## config.mk

```make
export PLATFORM = sky130hd
export DESIGN_NAME = spp_port_policy_regs
export DESIGN_NICKNAME = d
export VERILOG_FILES = /design/src/hw/spp_port_policy_regs.v
export VERILOG_INCLUDE_DIRS = /design/src /design/src/common
export SDC_FILE = /design/constraint.sdc
export NUM_CORES = 1
export LEC_CHECK = 0
export ABC_AREA = 0
export BUFFER_PORTS_ARGS = -buffer_cell sky130_fd_sc_hd__buf_2
export CAP_MARGIN = 5
export CORE_UTILIZATION = 61
export CTS_BUF_LIST = sky130_fd_sc_hd__clkbuf_16
export CTS_CLUSTER_DIAMETER = 120
export DETAILED_ROUTE_END_ITERATION = 12
export PLACE_DENSITY = 0.91
export SLEW_MARGIN = 20
export SYNTH_ARGS = -nofsm -noshare
export SYNTH_HDL_FRONTEND = slang
export SYNTH_SLANG_ARGS = --single-unit
```

## constraint.sdc

```tcl
create_clock -name MCLK -period 6.5 [get_ports MCLK]
set_input_delay 0.975 -clock MCLK [delete_from_list [all_inputs] [get_ports MCLK]]
set_output_delay 0.975 -clock MCLK [all_outputs]
set_load 0.02 [all_outputs]
```

## src/common/spp_regs_map.vh

```
// register offsets, field positions and reset values of the port policy bank
// assumes an 8-bit register access port with 8-bit addresses
`ifndef SPP_REGS_MAP_VH
`define SPP_REGS_MAP_VH

`define SPP_OFS_P1_MIRROR_VLAN   8'h11
`define SPP_OFS_P1_FILTER_FLOW   8'h12
`define SPP_OFS_P1_TAG_HIGH      8'h13
`define SPP_OFS_P1_TAG_LOW       8'h14
`define SPP_OFS_P1_MODE_SELF     8'h15
`define SPP_OFS_P2_MIRROR_VLAN   8'h21
`define SPP_OFS_P2_FILTER_FLOW   8'h22
`define SPP_OFS_P2_TAG_HIGH      8'h23
`define SPP_OFS_P2_TAG_LOW       8'h24
`define SPP_OFS_P2_MODE_SELF     8'h25
`define SPP_OFS_P3_MIRROR_VLAN   8'h31
`define SPP_OFS_P3_FILTER_FLOW   8'h32
`define SPP_OFS_P3_TAG_HIGH      8'h33
`define SPP_OFS_P3_TAG_LOW       8'h34
`define SPP_OFS_P3_MODE_SELF     8'h35

// mirror / vlan control fields
`define SPP_BIT_MIRROR_DEST      7
`define SPP_BIT_RX_MIRROR        6
`define SPP_BIT_TX_MIRROR        5
`define SPP_BIT_DOUBLE_TAG       4
`define SPP_BIT_PRIO_CEILING     3
`define SPP_RST_MIRROR_VLAN      8'h07

// filter / flow control fields
`define SPP_BIT_SPLIT2           7
`define SPP_BIT_INGRESS_FILTER   6
`define SPP_BIT_DISCARD_NONPVID  5
`define SPP_BIT_FORCE_FC         4
`define SPP_BIT_BACK_PRESSURE    3
`define SPP_BIT_TX_ENABLE        2
`define SPP_BIT_RX_ENABLE        1
`define SPP_BIT_LEARN_DISABLE    0
`define SPP_RST_FILTER_FLOW      8'h06

// default tag
`define SPP_RST_TAG_HIGH         8'h00
`define SPP_RST_TAG_LOW          8'h01

// mode / self address fields
`define SPP_BIT_MII_MAC_MODE     7
`define SPP_BIT_SELF_FILTER      6
`define SPP_RST_MODE_SELF        8'h00

// strap capture delay in clock-enabled cycles
`define SPP_STRAP_WAIT           2'd2

`endif

```

## src/hw/spp_port_policy_regs.v

```verilog
// per-port policy register bank of a three-port switch, with decoded
// policy outputs for the forwarding datapath
// assumes a synchronous byte-wide register access port on MCLK
//
// Contract
// mirror-destination bit makes port transmit monitored packets
// receive-mirror bit marks received packets monitored and copies to mirror port
// transmit-mirror bit marks transmitted packets monitored and copies them
// double-tag bit adds ingress default tag to every packet
// priority ceiling clamps packet priority to default-tag priority
// three-bit egress membership mask per port, resets to all ones
// software never sets two-queue and four-queue split together
// ingress filtering drops packets whose vlan membership lacks ingress port
// discard bit drops packets whose vlan id differs from default id
// force flow control overrides negotiation; ports 1,2 reset from straps; code ignores port 3 bit; any mapped register write before capture skips straps
// back-pressure bit enables half-duplex back pressure, resets zero
// transmit-enable bit gates transmission, resets one
// receive-enable bit gates reception, resets one
// learning-disable bit stops address learning, resets zero
// tag high byte: priority 7-5, cfi 4, vid 11-8, resets zero
// tag low byte holds vid 7-0, resets so vid is one
// default tag tags untagged ingress; default id used for lookup
// port 3 interface mode bit: one mac, zero phy; reserved port 2
// software sets port 1 mode bit to one for normal operation
// self-address filtering enable for port 1, absent on port 3
// four-queue split bit; clear means single queue; code also needs SPLIT2 clear
// inserted egress tag carries ingress default vlan id
// all fields read/write, take effect on next packet
`timescale 1ns/1ps
`include "spp_regs_map.vh"

module spp_port_policy_regs (
  input  wire        MCLK,
  input  wire        RESET_N,
  input  wire        CLK_EN,
  input  wire [7:0]  REG_ADDR,
  input  wire        REG_WR,
  input  wire        REG_RD,
  input  wire [7:0]  REG_WDATA,
  output reg  [7:0]  REG_RDATA,
  output reg         REG_RVALID,
  input  wire        FC_STRAP_A,
  input  wire        FC_STRAP_B,
  input  wire [2:0]  SPLIT4_EN,
  input  wire [2:0]  AN_FLOW_CTRL,
  input  wire [2:0]  PKT_VALID,
  input  wire [5:0]  PKT_IN_PORT,
  input  wire [8:0]  PKT_USER_PRIO,
  input  wire [2:0]  PKT_TAGGED,
  input  wire [35:0] PKT_VID,
  input  wire [8:0]  PKT_VLAN_MEMBERS,
  output reg  [2:0]  MIRROR_DEST,
  output reg  [2:0]  RX_MIRROR,
  output reg  [2:0]  TX_MIRROR,
  output reg  [8:0]  EGRESS_MEMBERS,
  output reg  [2:0]  SPLIT2,
  output reg  [2:0]  SINGLE_QUEUE,
  output reg  [2:0]  FLOW_CTRL_EN,
  output reg  [2:0]  BACK_PRESSURE,
  output reg  [2:0]  TX_ENABLE,
  output reg  [2:0]  RX_ENABLE,
  output reg  [2:0]  LEARN_DISABLE,
  output reg  [47:0] DEFAULT_TAG,
  output reg         PORT3_MAC_MODE,
  output reg  [1:0]  SELF_FILTER_EN,
  output reg  [2:0]  PKT_MONITORED,
  output reg  [2:0]  PKT_DROP,
  output reg  [2:0]  PKT_ADD_TAG,
  output reg  [8:0]  PKT_OUT_PRIO,
  output reg  [35:0] PKT_LOOKUP_VID
);

  // ----------------------------------------
  // register storage
  // ----------------------------------------
  reg [7:0] mirror_vlan [0:2];
  reg [7:0] filter_flow [0:2];
  reg [7:0] tag_high    [0:2];
  reg [7:0] tag_low     [0:2];
  reg [7:0] mode_self   [0:2];
  reg       strap_a_meta;
  reg       strap_a_sync;
  reg       strap_b_meta;
  reg       strap_b_sync;
  reg       strap_pending;
  reg [1:0] strap_wait;
  integer   i;

  // ----------------------------------------
  // address decode
  // ----------------------------------------
  // returns port index 0..2, or 3 when the page is unmapped
  function [1:0] port_of;
    input [7:0] addr;
    begin
      case (addr[7:4])
        4'h1:    port_of = 2'd0;
        4'h2:    port_of = 2'd1;
        4'h3:    port_of = 2'd2;
        default: port_of = 2'd3;
      endcase
    end
  endfunction

  wire [1:0] sel_port = port_of(REG_ADDR);
  wire [3:0] sel_reg  = REG_ADDR[3:0];
  wire       sel_ok   = (sel_port != 2'd3) && (sel_reg >= 4'h1) && (sel_reg <= 4'h5);

  // ----------------------------------------
  // per-port field helpers
  // ----------------------------------------
  // ingress port index, code 3 folds onto port 1
  function [1:0] ingress_index;
    input [1:0] code;
    begin
      if (code > 2'd2)
        ingress_index = 2'd0;
      else
        ingress_index = code;
    end
  endfunction

  // default vlan id of a port
  function [11:0] default_vid;
    input [1:0] port;
    begin
      default_vid = {tag_high[port][3:0], tag_low[port]};
    end
  endfunction

  // default user priority of a port
  function [2:0] default_prio;
    input [1:0] port;
    begin
      default_prio = tag_high[port][7:5];
    end
  endfunction

  // default tag of a port as one word
  function [15:0] port_tag;
    input [1:0] port;
    begin
      port_tag = {tag_high[port], tag_low[port]};
    end
  endfunction

  // force flow control of a port, no effect on port 3
  function flow_forced;
    input [1:0] port;
    begin
      if (port == 2'd2)
        flow_forced = 1'b0;
      else
        flow_forced = filter_flow[port][`SPP_BIT_FORCE_FC];
    end
  endfunction

  // register byte selected by port and register index
  function [7:0] read_byte;
    input [1:0] port;
    input [3:0] index;
    begin
      case (index)
        4'h1:    read_byte = mirror_vlan[port];
        4'h2:    read_byte = filter_flow[port];
        4'h3:    read_byte = tag_high[port];
        4'h4:    read_byte = tag_low[port];
        4'h5:    read_byte = mode_self[port];
        default: read_byte = 8'h00;
      endcase
    end
  endfunction

  // ----------------------------------------
  // strap synchronisers
  // ----------------------------------------
  always @(posedge MCLK or negedge RESET_N) begin
    if (!RESET_N) begin
      strap_a_meta <= 1'b0;
      strap_a_sync <= 1'b0;
      strap_b_meta <= 1'b0;
      strap_b_sync <= 1'b0;
    end else if (CLK_EN) begin
      strap_a_meta <= FC_STRAP_A;
      strap_a_sync <= strap_a_meta;
      strap_b_meta <= FC_STRAP_B;
      strap_b_sync <= strap_b_meta;
    end
  end

  // capture waits for the synchronisers
  always @(posedge MCLK or negedge RESET_N) begin
    if (!RESET_N) begin
      strap_wait <= `SPP_STRAP_WAIT;
    end else if (CLK_EN && strap_wait != 2'd0) begin
      strap_wait <= strap_wait - 2'd1;
    end
  end

  wire strap_ready = (strap_wait == 2'd0);

  // ----------------------------------------
  // register writes
  // ----------------------------------------
  always @(posedge MCLK or negedge RESET_N) begin
    if (!RESET_N) begin
      strap_pending <= 1'b1;
      for (i = 0; i < 3; i = i + 1) begin
        // membership all ones
        mirror_vlan[i] <= `SPP_RST_MIRROR_VLAN;
        // enables reset high
        filter_flow[i] <= `SPP_RST_FILTER_FLOW;
        // default tag reset
        tag_high[i]    <= `SPP_RST_TAG_HIGH;
        tag_low[i]     <= `SPP_RST_TAG_LOW;
        mode_self[i]   <= `SPP_RST_MODE_SELF;
      end
    end else if (CLK_EN) begin
      if (strap_pending && strap_ready && !(REG_WR && sel_ok)) begin
        // strap caught once synchronised if no write to a mapped register has come by then
        strap_pending <= 1'b0;
        filter_flow[0][`SPP_BIT_FORCE_FC] <= strap_a_sync;
        filter_flow[1][`SPP_BIT_FORCE_FC] <= strap_b_sync;
      end else if (REG_WR && sel_ok) begin
        strap_pending <= 1'b0;
        // software write
        case (sel_reg)
          4'h1:    mirror_vlan[sel_port] <= REG_WDATA;
          4'h2:    filter_flow[sel_port] <= REG_WDATA;
          4'h3:    tag_high[sel_port]    <= REG_WDATA;
          4'h4:    tag_low[sel_port]     <= REG_WDATA;
          // reserved bits stay zero
          4'h5: begin
            if (sel_port == 2'd0)
              mode_self[0] <= {REG_WDATA[7:6], 6'h00};
            else if (sel_port == 2'd1)
              mode_self[1] <= {1'b0, REG_WDATA[6], 6'h00};
            else
              mode_self[2] <= {REG_WDATA[7], 7'h00};
          end
          default: mode_self[0] <= mode_self[0];
        endcase
      end
    end
  end

  // ----------------------------------------
  // register reads
  // ----------------------------------------
  always @(posedge MCLK or negedge RESET_N) begin
    if (!RESET_N) begin
      REG_RDATA  <= 8'h00;
      REG_RVALID <= 1'b0;
    end else if (CLK_EN) begin
      REG_RVALID <= REG_RD;
      // software read back
      if (REG_RD) begin
        REG_RDATA <= sel_ok ? read_byte(sel_port, sel_reg) : 8'h00;
      end
    end
  end

  // ----------------------------------------
  // policy decode per packet
  // ----------------------------------------
  reg  [2:0]  next_monitored;
  reg  [2:0]  next_drop;
  reg  [2:0]  next_add_tag;
  reg  [8:0]  next_prio;
  reg  [35:0] next_vid;
  reg  [1:0]  ip;
  reg  [2:0]  dprio;
  reg  [11:0] dvid;
  integer     k;

  always @* begin
    next_monitored = 3'b000;
    next_drop      = 3'b000;
    next_add_tag   = 3'b000;
    next_prio      = PKT_USER_PRIO;
    next_vid       = PKT_VID;
    ip             = 2'd0;
    dprio          = 3'd0;
    dvid           = 12'd0;
    for (k = 0; k < 3; k = k + 1) begin
      ip    = ingress_index(PKT_IN_PORT[2*k +: 2]);
      dprio = default_prio(ip);
      dvid  = default_vid(ip);
      if (PKT_VALID[k]) begin
        // monitored marking
        next_monitored[k] = mirror_vlan[ip][`SPP_BIT_RX_MIRROR] |
                            mirror_vlan[k][`SPP_BIT_TX_MIRROR];
        // ingress vlan filter
        if (filter_flow[ip][`SPP_BIT_INGRESS_FILTER] && !PKT_VLAN_MEMBERS[3*k + ip])
          next_drop[k] = 1'b1;
        // non-default vid discard
        if (filter_flow[ip][`SPP_BIT_DISCARD_NONPVID] && PKT_VID[12*k +: 12] != dvid)
          next_drop[k] = 1'b1;
        // reception and transmission gates
        if (!filter_flow[ip][`SPP_BIT_RX_ENABLE] || !filter_flow[k][`SPP_BIT_TX_ENABLE])
          next_drop[k] = 1'b1;
        // tag insertion request
        next_add_tag[k] = mirror_vlan[ip][`SPP_BIT_DOUBLE_TAG] | !PKT_TAGGED[k];
        // priority ceiling
        if (mirror_vlan[ip][`SPP_BIT_PRIO_CEILING] && PKT_USER_PRIO[3*k +: 3] > dprio)
          next_prio[3*k +: 3] = dprio;
        // default vid for lookup
        if (!PKT_TAGGED[k] || PKT_VID[12*k +: 12] == 12'h000)
          next_vid[12*k +: 12] = dvid;
      end
    end
  end

  // ----------------------------------------
  // registered outputs
  // ----------------------------------------
  integer p;
  always @(posedge MCLK or negedge RESET_N) begin
    if (!RESET_N) begin
      MIRROR_DEST    <= 3'b000;
      RX_MIRROR      <= 3'b000;
      TX_MIRROR      <= 3'b000;
      EGRESS_MEMBERS <= 9'h1FF;
      SPLIT2         <= 3'b000;
      SINGLE_QUEUE   <= 3'b111;
      FLOW_CTRL_EN   <= 3'b000;
      BACK_PRESSURE  <= 3'b000;
      TX_ENABLE      <= 3'b111;
      RX_ENABLE      <= 3'b111;
      LEARN_DISABLE  <= 3'b000;
      DEFAULT_TAG    <= 48'h000100010001;
      PORT3_MAC_MODE <= 1'b0;
      SELF_FILTER_EN <= 2'b00;
      PKT_MONITORED  <= 3'b000;
      PKT_DROP       <= 3'b000;
      PKT_ADD_TAG    <= 3'b000;
      PKT_OUT_PRIO   <= 9'h000;
      PKT_LOOKUP_VID <= 36'h000000000;
    end else if (CLK_EN) begin
      for (p = 0; p < 3; p = p + 1) begin
        // mirror destination
        MIRROR_DEST[p]        <= mirror_vlan[p][`SPP_BIT_MIRROR_DEST];
        RX_MIRROR[p]          <= mirror_vlan[p][`SPP_BIT_RX_MIRROR];
        TX_MIRROR[p]          <= mirror_vlan[p][`SPP_BIT_TX_MIRROR];
        // egress membership
        EGRESS_MEMBERS[3*p +: 3] <= mirror_vlan[p][2:0];
        SPLIT2[p]             <= filter_flow[p][`SPP_BIT_SPLIT2];
        // single queue when no split
        SINGLE_QUEUE[p]       <= !filter_flow[p][`SPP_BIT_SPLIT2] && !SPLIT4_EN[p];
        // back pressure
        BACK_PRESSURE[p]      <= filter_flow[p][`SPP_BIT_BACK_PRESSURE];
        TX_ENABLE[p]          <= filter_flow[p][`SPP_BIT_TX_ENABLE];
        RX_ENABLE[p]          <= filter_flow[p][`SPP_BIT_RX_ENABLE];
        // learning gate
        LEARN_DISABLE[p]      <= filter_flow[p][`SPP_BIT_LEARN_DISABLE];
        DEFAULT_TAG[16*p +: 16] <= port_tag(p[1:0]);
      end
      // forced or negotiated flow control; port 3 bit ignored
      FLOW_CTRL_EN[0] <= flow_forced(2'd0) | AN_FLOW_CTRL[0];
      FLOW_CTRL_EN[1] <= flow_forced(2'd1) | AN_FLOW_CTRL[1];
      FLOW_CTRL_EN[2] <= flow_forced(2'd2) | AN_FLOW_CTRL[2];
      // port 3 interface mode
      PORT3_MAC_MODE  <= mode_self[2][`SPP_BIT_MII_MAC_MODE];
      // self-address filtering
      SELF_FILTER_EN  <= {mode_self[1][`SPP_BIT_SELF_FILTER],
                          mode_self[0][`SPP_BIT_SELF_FILTER]};
      PKT_MONITORED   <= next_monitored;
      PKT_DROP        <= next_drop;
      PKT_ADD_TAG     <= next_add_tag;
      PKT_OUT_PRIO    <= next_prio;
      PKT_LOOKUP_VID  <= next_vid;
    end
  end

endmodule

```

# Yosys cells after proc, flatten, opt, wreduce, memory -nomap -nowiden
# Cells that the tools add are included.
op_classes:
  add_sub_neg: 3
  n_eq_ne: 13
  n_mul: 0
  n_mux: 107
  n_div: 0
  reduce_logical: 62
  magnitude_cmp: 16
  n_shift: 0
  bitwise_logic: 15
ops:
  columns: ["op", "count"]
  rows:
  - ["$bmux W8 S2", 17]
  - ["$mux W8", 24]
  - ["$bwmux W24", 4]
  - ["$mux W7", 12]
  - ["$mux W12", 6]
  - ["$mux W21", 2]
  - ["$pmux W8 S5", 1]
  - ["$logic_not A12 Y1", 3]
  - ["$ne A12 B12 Y1", 3]
  - ["$mux W1", 27]
  - ["$logic_and A1 B1 Y1", 19]
  - ["$logic_not A1 Y1", 19]
  - ["$mux W3", 6]
  - ["$demux W8 S2", 1]
  - ["$eq A4 B2 Y1 const B", 4]
  - ["$reduce_and A4 Y1", 4]
  - ["$ge A3 B3 Y1 const B", 4]
  - ["$not A2 Y3", 4]
  - ["$reduce_and A6 Y1", 2]
  - ["$gt A3 B3 Y1", 3]
  - ["$bmux W1 S4", 2]
  - ["$eq A4 B1 Y1 const B", 2]
  - ["$eq A4 B3 Y1 const B", 2]
  - ["$or A1 B1 Y1", 8]
  - ["22 further kinds", 37]
word_totals:
  ramBits: 0
  n_memories: 0
  reg_bits: 260
  inputBits: 95
  word_cells: 260
  rom_bits: 0
  out_inout_bits: 153
  latchBits: 0

# Longest topological paths before layout
depth:
  word_depth: 11
  depth_mapped: 14
  depth_no_buf: 12

# Worst setup path before layout
# OpenSTA, ideal clock, no wires.
synth_path:
  path_kind: "input port to flip-flop"
  startpoint: "input PKT_IN_PORT[5]"
  endpoint: "register PKT_OUT_PRIO[7]"
  n_path_buf: 3
  required_time_ns: 6.375
  path_slack_ns: 3.051
  setup_time_ns: 0.125
  arrival_ns: 3.324
  path_stages: 13
  cell_sequence: "buf_2 nand2b_1 clkbuf_1 clkbuf_1 o22a_1 o21ai_0 ha_1 nor2b_1 o21ai_0 a211oi_1 o21ai_0 mux2i_1 mux2_2"
synth_between:
  elab_chain_len: 10
  word_cells_on_any_way: 13
  cone_classes: "2 x order compare; 9 x mux; 1 x bitwise; 1 x reduce/logical"
synth_lines:
  columns: ["element", "line_no", "source"]
  rows:
  - ["start, declared", "spp_port_policy_regs.v:47", "input wire [5:0] PKT_IN_PORT,"]
  - ["$gt A2 B2 Y1", "spp_port_policy_regs.v:116", "if (code > 2'd2)"]
  - ["$mux W2 *", "spp_port_policy_regs.v:116", null]
  - ["$not A2 Y3 (not written as such) *", "spp_port_policy_regs.v:135, spp_port_policy_regs.v:305", null]
  - ["$bmux W8 S2", "spp_port_policy_regs.v:135", "default_prio = tag_high[port][7:5];"]
  - ["$mux W8 (2 in a row)", null, null]
  - ["$gt A3 B3 Y1", "spp_port_policy_regs.v:305", "if (mirror_vlan[ip][`SPP_BIT_PRIO_CEILING] && PKT_USER_PRIO[3*k +: 3] > dprio)"]
  - ["$logic_and A1 B1 Y1", "spp_port_policy_regs.v:305", null]
  - ["$mux W3 *", "spp_port_policy_regs.v:305", null]
  - ["$mux W3 *", "spp_port_policy_regs.v:289", "if (PKT_VALID[k]) begin"]
  - ["end signal, assigned", "spp_port_policy_regs.v:370", "PKT_OUT_PRIO <= next_prio;"]
  - ["end, declared", "spp_port_policy_regs.v:69", "output reg [8:0] PKT_OUT_PRIO,"]
# Mark *: on every way between the ends. The rest lies on a longest branch, timed or not. The select of a mux whose other input is x is not followed.
# A chain may end at the register's enable or synchronous reset.

# Worst setup path in the final report
layout_path:
  startpoint: "input PKT_IN_PORT[3]"
  endpoint: "register PKT_OUT_PRIO[4]"
# Same word-level chain as after synthesis.

==> flow_summary_export.csv <==
group,metric,value,unit
clocking,cts_setup_buffers,0,
synth,synth_nets,1277,
power,cellLeakagePower,7.564,nW
floorplan,die_w,149.8,µm
critical_path,end_kind,"register",
timing,period_share,59.55,%
critical_path,crit_fanout,23,
placement,dp_cells,1630,
finish,layout.nets,1490,
clocking,cts_sinks,260,
finish,final_cell_mix,"buf_2 (245), dfrtp_1 (219), mux2_2 (208), nand2_1 (72), o21ai_0 (55)",
job,drv_cap,0,
clocking,ctsHoldBuffers,0,
finish,regArea,6558,µm²
floorplan,die_y,149.8,µm
grt,grt_pass1_vias,11000,
synth,syn_avg_cell_area,11.39,µm²
clocking,cts_max_path_buffers,3,
grt,grt_antenna_before_repair,0,
clocking,path_clk_slew,60,ps
finish,fillCellCount,1468,
power,power_density,233.1,nW/µm²
floorplan,dieArea,22450,µm²
synth,async_flop_share,100.0,%
synth,ys_seq_area_share,49.19,%
synth,synth_cell_types,59,
route,dr.pass1.iters,5,
critical_path,required,6920,ps
grt,grt_max_degree,161,
timing,rsz0062_at_grt,"no",
critical_path,critPathLaunchType,"input port",
timing,clock_skew,16.27,ps
worst_hold_path,hp-class,"in2async",
placement,dpl.hpwl,29860,µm
floorplan,num_io_pins,248,
finish,final_cell_count_no_fill,1679,
synth,synth_edf_count,0,
finish,final_util,73.31,%
grt,overflow,0,
finish,final_common_cell,"buf_2",
synth,ys_seq_elements,260,
floorplan,core-area,21220,µm²
timing,fin_crit,3871,ps
grt,grt_use_total,38.70,%
critical_path,r2r-start,"tag_high[7]",
route,wl_per_cell,25.51,µm
timing,worst_pin_slew,981.1,ps
timing,fmax,258.4,MHz
synth,syn_inst,1170,
placement,place.gp.congestion,1.013,
clocking,cts_root_buf,"clkbuf_16",
power,peakVddDrop,0.2184,mV
clocking,cts_buffers,26,
critical_path,critical_path_class,"in2reg",
floorplan,rows,53,
run_status,outcome,"completed",
placement,place_area,14740,µm²
clocking,cts_tree,"built",
critical_path,r2r_end,"PKT_OUT_PRIO[2]",
route,drtAntennaViolNets,0,
finish,layout-drive-gt1-share,43.26,%
critical_path,cp.arrival,4290,ps
clocking,cts_max_level,1,
synth,synthTopCellsByArea,"dfrtp_1 (41%), mux2_2 (18%), dfstp_2 (8.1%)",
finish,multi_input_area,6379,µm²
route,viasPerCell,6.678,
finish,finish.instance_area,15560,µm²
timing,fin_tns_setup,0,ps
floorplan,start_util,62.82,%
route,routed_wl,42830,µm
synth,yosys_warnings,0,
critical_path,reg2reg_depth,9,
route,vias,11210,
power,finalPower,3.627,mW
critical_path,ff2ff_setup_slack,3870,ps
timing,finalSetupViolCount,0,
critical_path,slowest_delay,810,ps
placement,portBuffers,247,
route,drc,0,
critical_path,crit_chain,"buf_2, inv_1, ha_1, nor2b_2, a21oi_1, ha_1, nand3_1, nand3_1, nor3_1, mux2i_1, mux2_2",
finish,area_delta_synth_final,16.70,%
synth,synth_ff_type,"dfrtp_1",
synth,synth_area,13330,µm²
synth,synth_top_area_share,41.11,%
clocking,cts_resized,0,
timing,slew_viol_final,0,
synth,synth_top_area_cell,"dfrtp_1",
timing,finalHoldViolCount,0,
timing,slew_headroom,34.46,%
grt,grt_pass1_wl,64870,µm
critical_path,critPathSlowestCell,"nor2b_2",
clocking,clkLatencyLatePin,550,ps
route,dr.first_iter.drc_count,1208,
critical_path,critPathLaunch,"PKT_IN_PORT[3]",
==> state kept, by name, summed over array words and instances (netlist names), 4 cells and up <==
register / flops
tag_high: 24
PKT_LOOKUP_VID: 36
mode_self: 4
REG_RDATA: 8
filter_flow: 24
EGRESS_MEMBERS: 9
DEFAULT_TAG: 48
tag_low: 24
mirror_vlan: 24
PKT_OUT_PRIO: 9
==> logic make-up after synthesis <==
logic type,Yosys count,synth area share [%]
and+or+nand+nor,260,10.51
DFF,260,49.19
buffers and inverters,105,3.069
muxes,262,21.65
xor gates and xnor gates,40,2.628
AOI/OAI and AO/OA,231,11.83
adders and majority gates,12,1.126
==> cell type report <==
class	instances	area share, %
well taps	275	2.212
flip-flops and latches	260	42.15
clock inverters	22	1.054
repair buffers	256	8.565
diodes	1	0.01608
multi-input cells	805	41.00
inverters	34	0.8203
clock buffers	26	4.182
==> critical path, delay by kind of cell <==
| family | cells | cell delay, ps |
|---|---|---|
| mux | 2 | 420 |
| compound gates | 1 | 200 |
| simple gates | 4 | 1470 |
| buf+inv | 2 | 160 |
| fa+ha+maj | 2 | 1060 |
==> per-stage QoR <==
step	hold slack, ps	setup WS (ps)
5_1_grt	502.5	2291
3_3_place_gp	459.5	1792
4_1_cts	475.8	2659
3_5_place_dp	472.1	2098
2_1_floorplan	427.2	3051
6_report	433.6	2629
==> metal layers <==
| layer | up-vias | wire, µm | GRT usage (%) |
|---|---|---|---|
| li1 | 4733 | - | - |
| met1 | 5446 | 16050 | 49.82 |
| met2 | 830 | 19510 | 60.25 |
| met3 | 204 | 5012 | 11.62 |
| met4 | 0 | 2252 | 17.63 |
| met5 | - | 0 | 0 |
==> power breakdown <==
part	internal (mW)	switching (mW)	leakage (nW)
registers	1.68	0.0338	3.35
clock network	0.808	0.641	0.417
logic	0.169	0.299	3.80
==> cells in the mapped netlist (9+ instances only) <==
master and instances:
dfrtp_1 219, nand3_1 15, nor2_1 51, a31oi_1 30, nor4_1 12, o22ai_1 15
o211ai_1 10, a22oi_1 15, buf_2 9, nand2_1 72, o21ai_0 55, nand2b_1 11
xor2_1 28, inv_1 34, nor2b_1 9, or2_2 24, ha_1 12, mux2i_1 51
clkbuf_1 54, a21oi_1 24, or3b_2 24, xnor2_1 12, mux2_2 208, o221ai_1 24
dfstp_2 41
==> worst max path at each step <==
stage | cells after the start | endpoint | slack (ps)
3_3_place_gp | 11 | PKT_OUT_PRIO[5] | 1790
2_1_floorplan | 13 | PKT_OUT_PRIO[7] | 3050
6_report | 11 | PKT_OUT_PRIO[4] | 2630
5_1_grt | 12 | PKT_OUT_PRIO[4] | 2290
4_1_cts | 11 | PKT_OUT_PRIO[4] | 2660
3_5_place_dp | 11 | PKT_OUT_PRIO[4] | 2100
(Power assumes the default switching activity.)
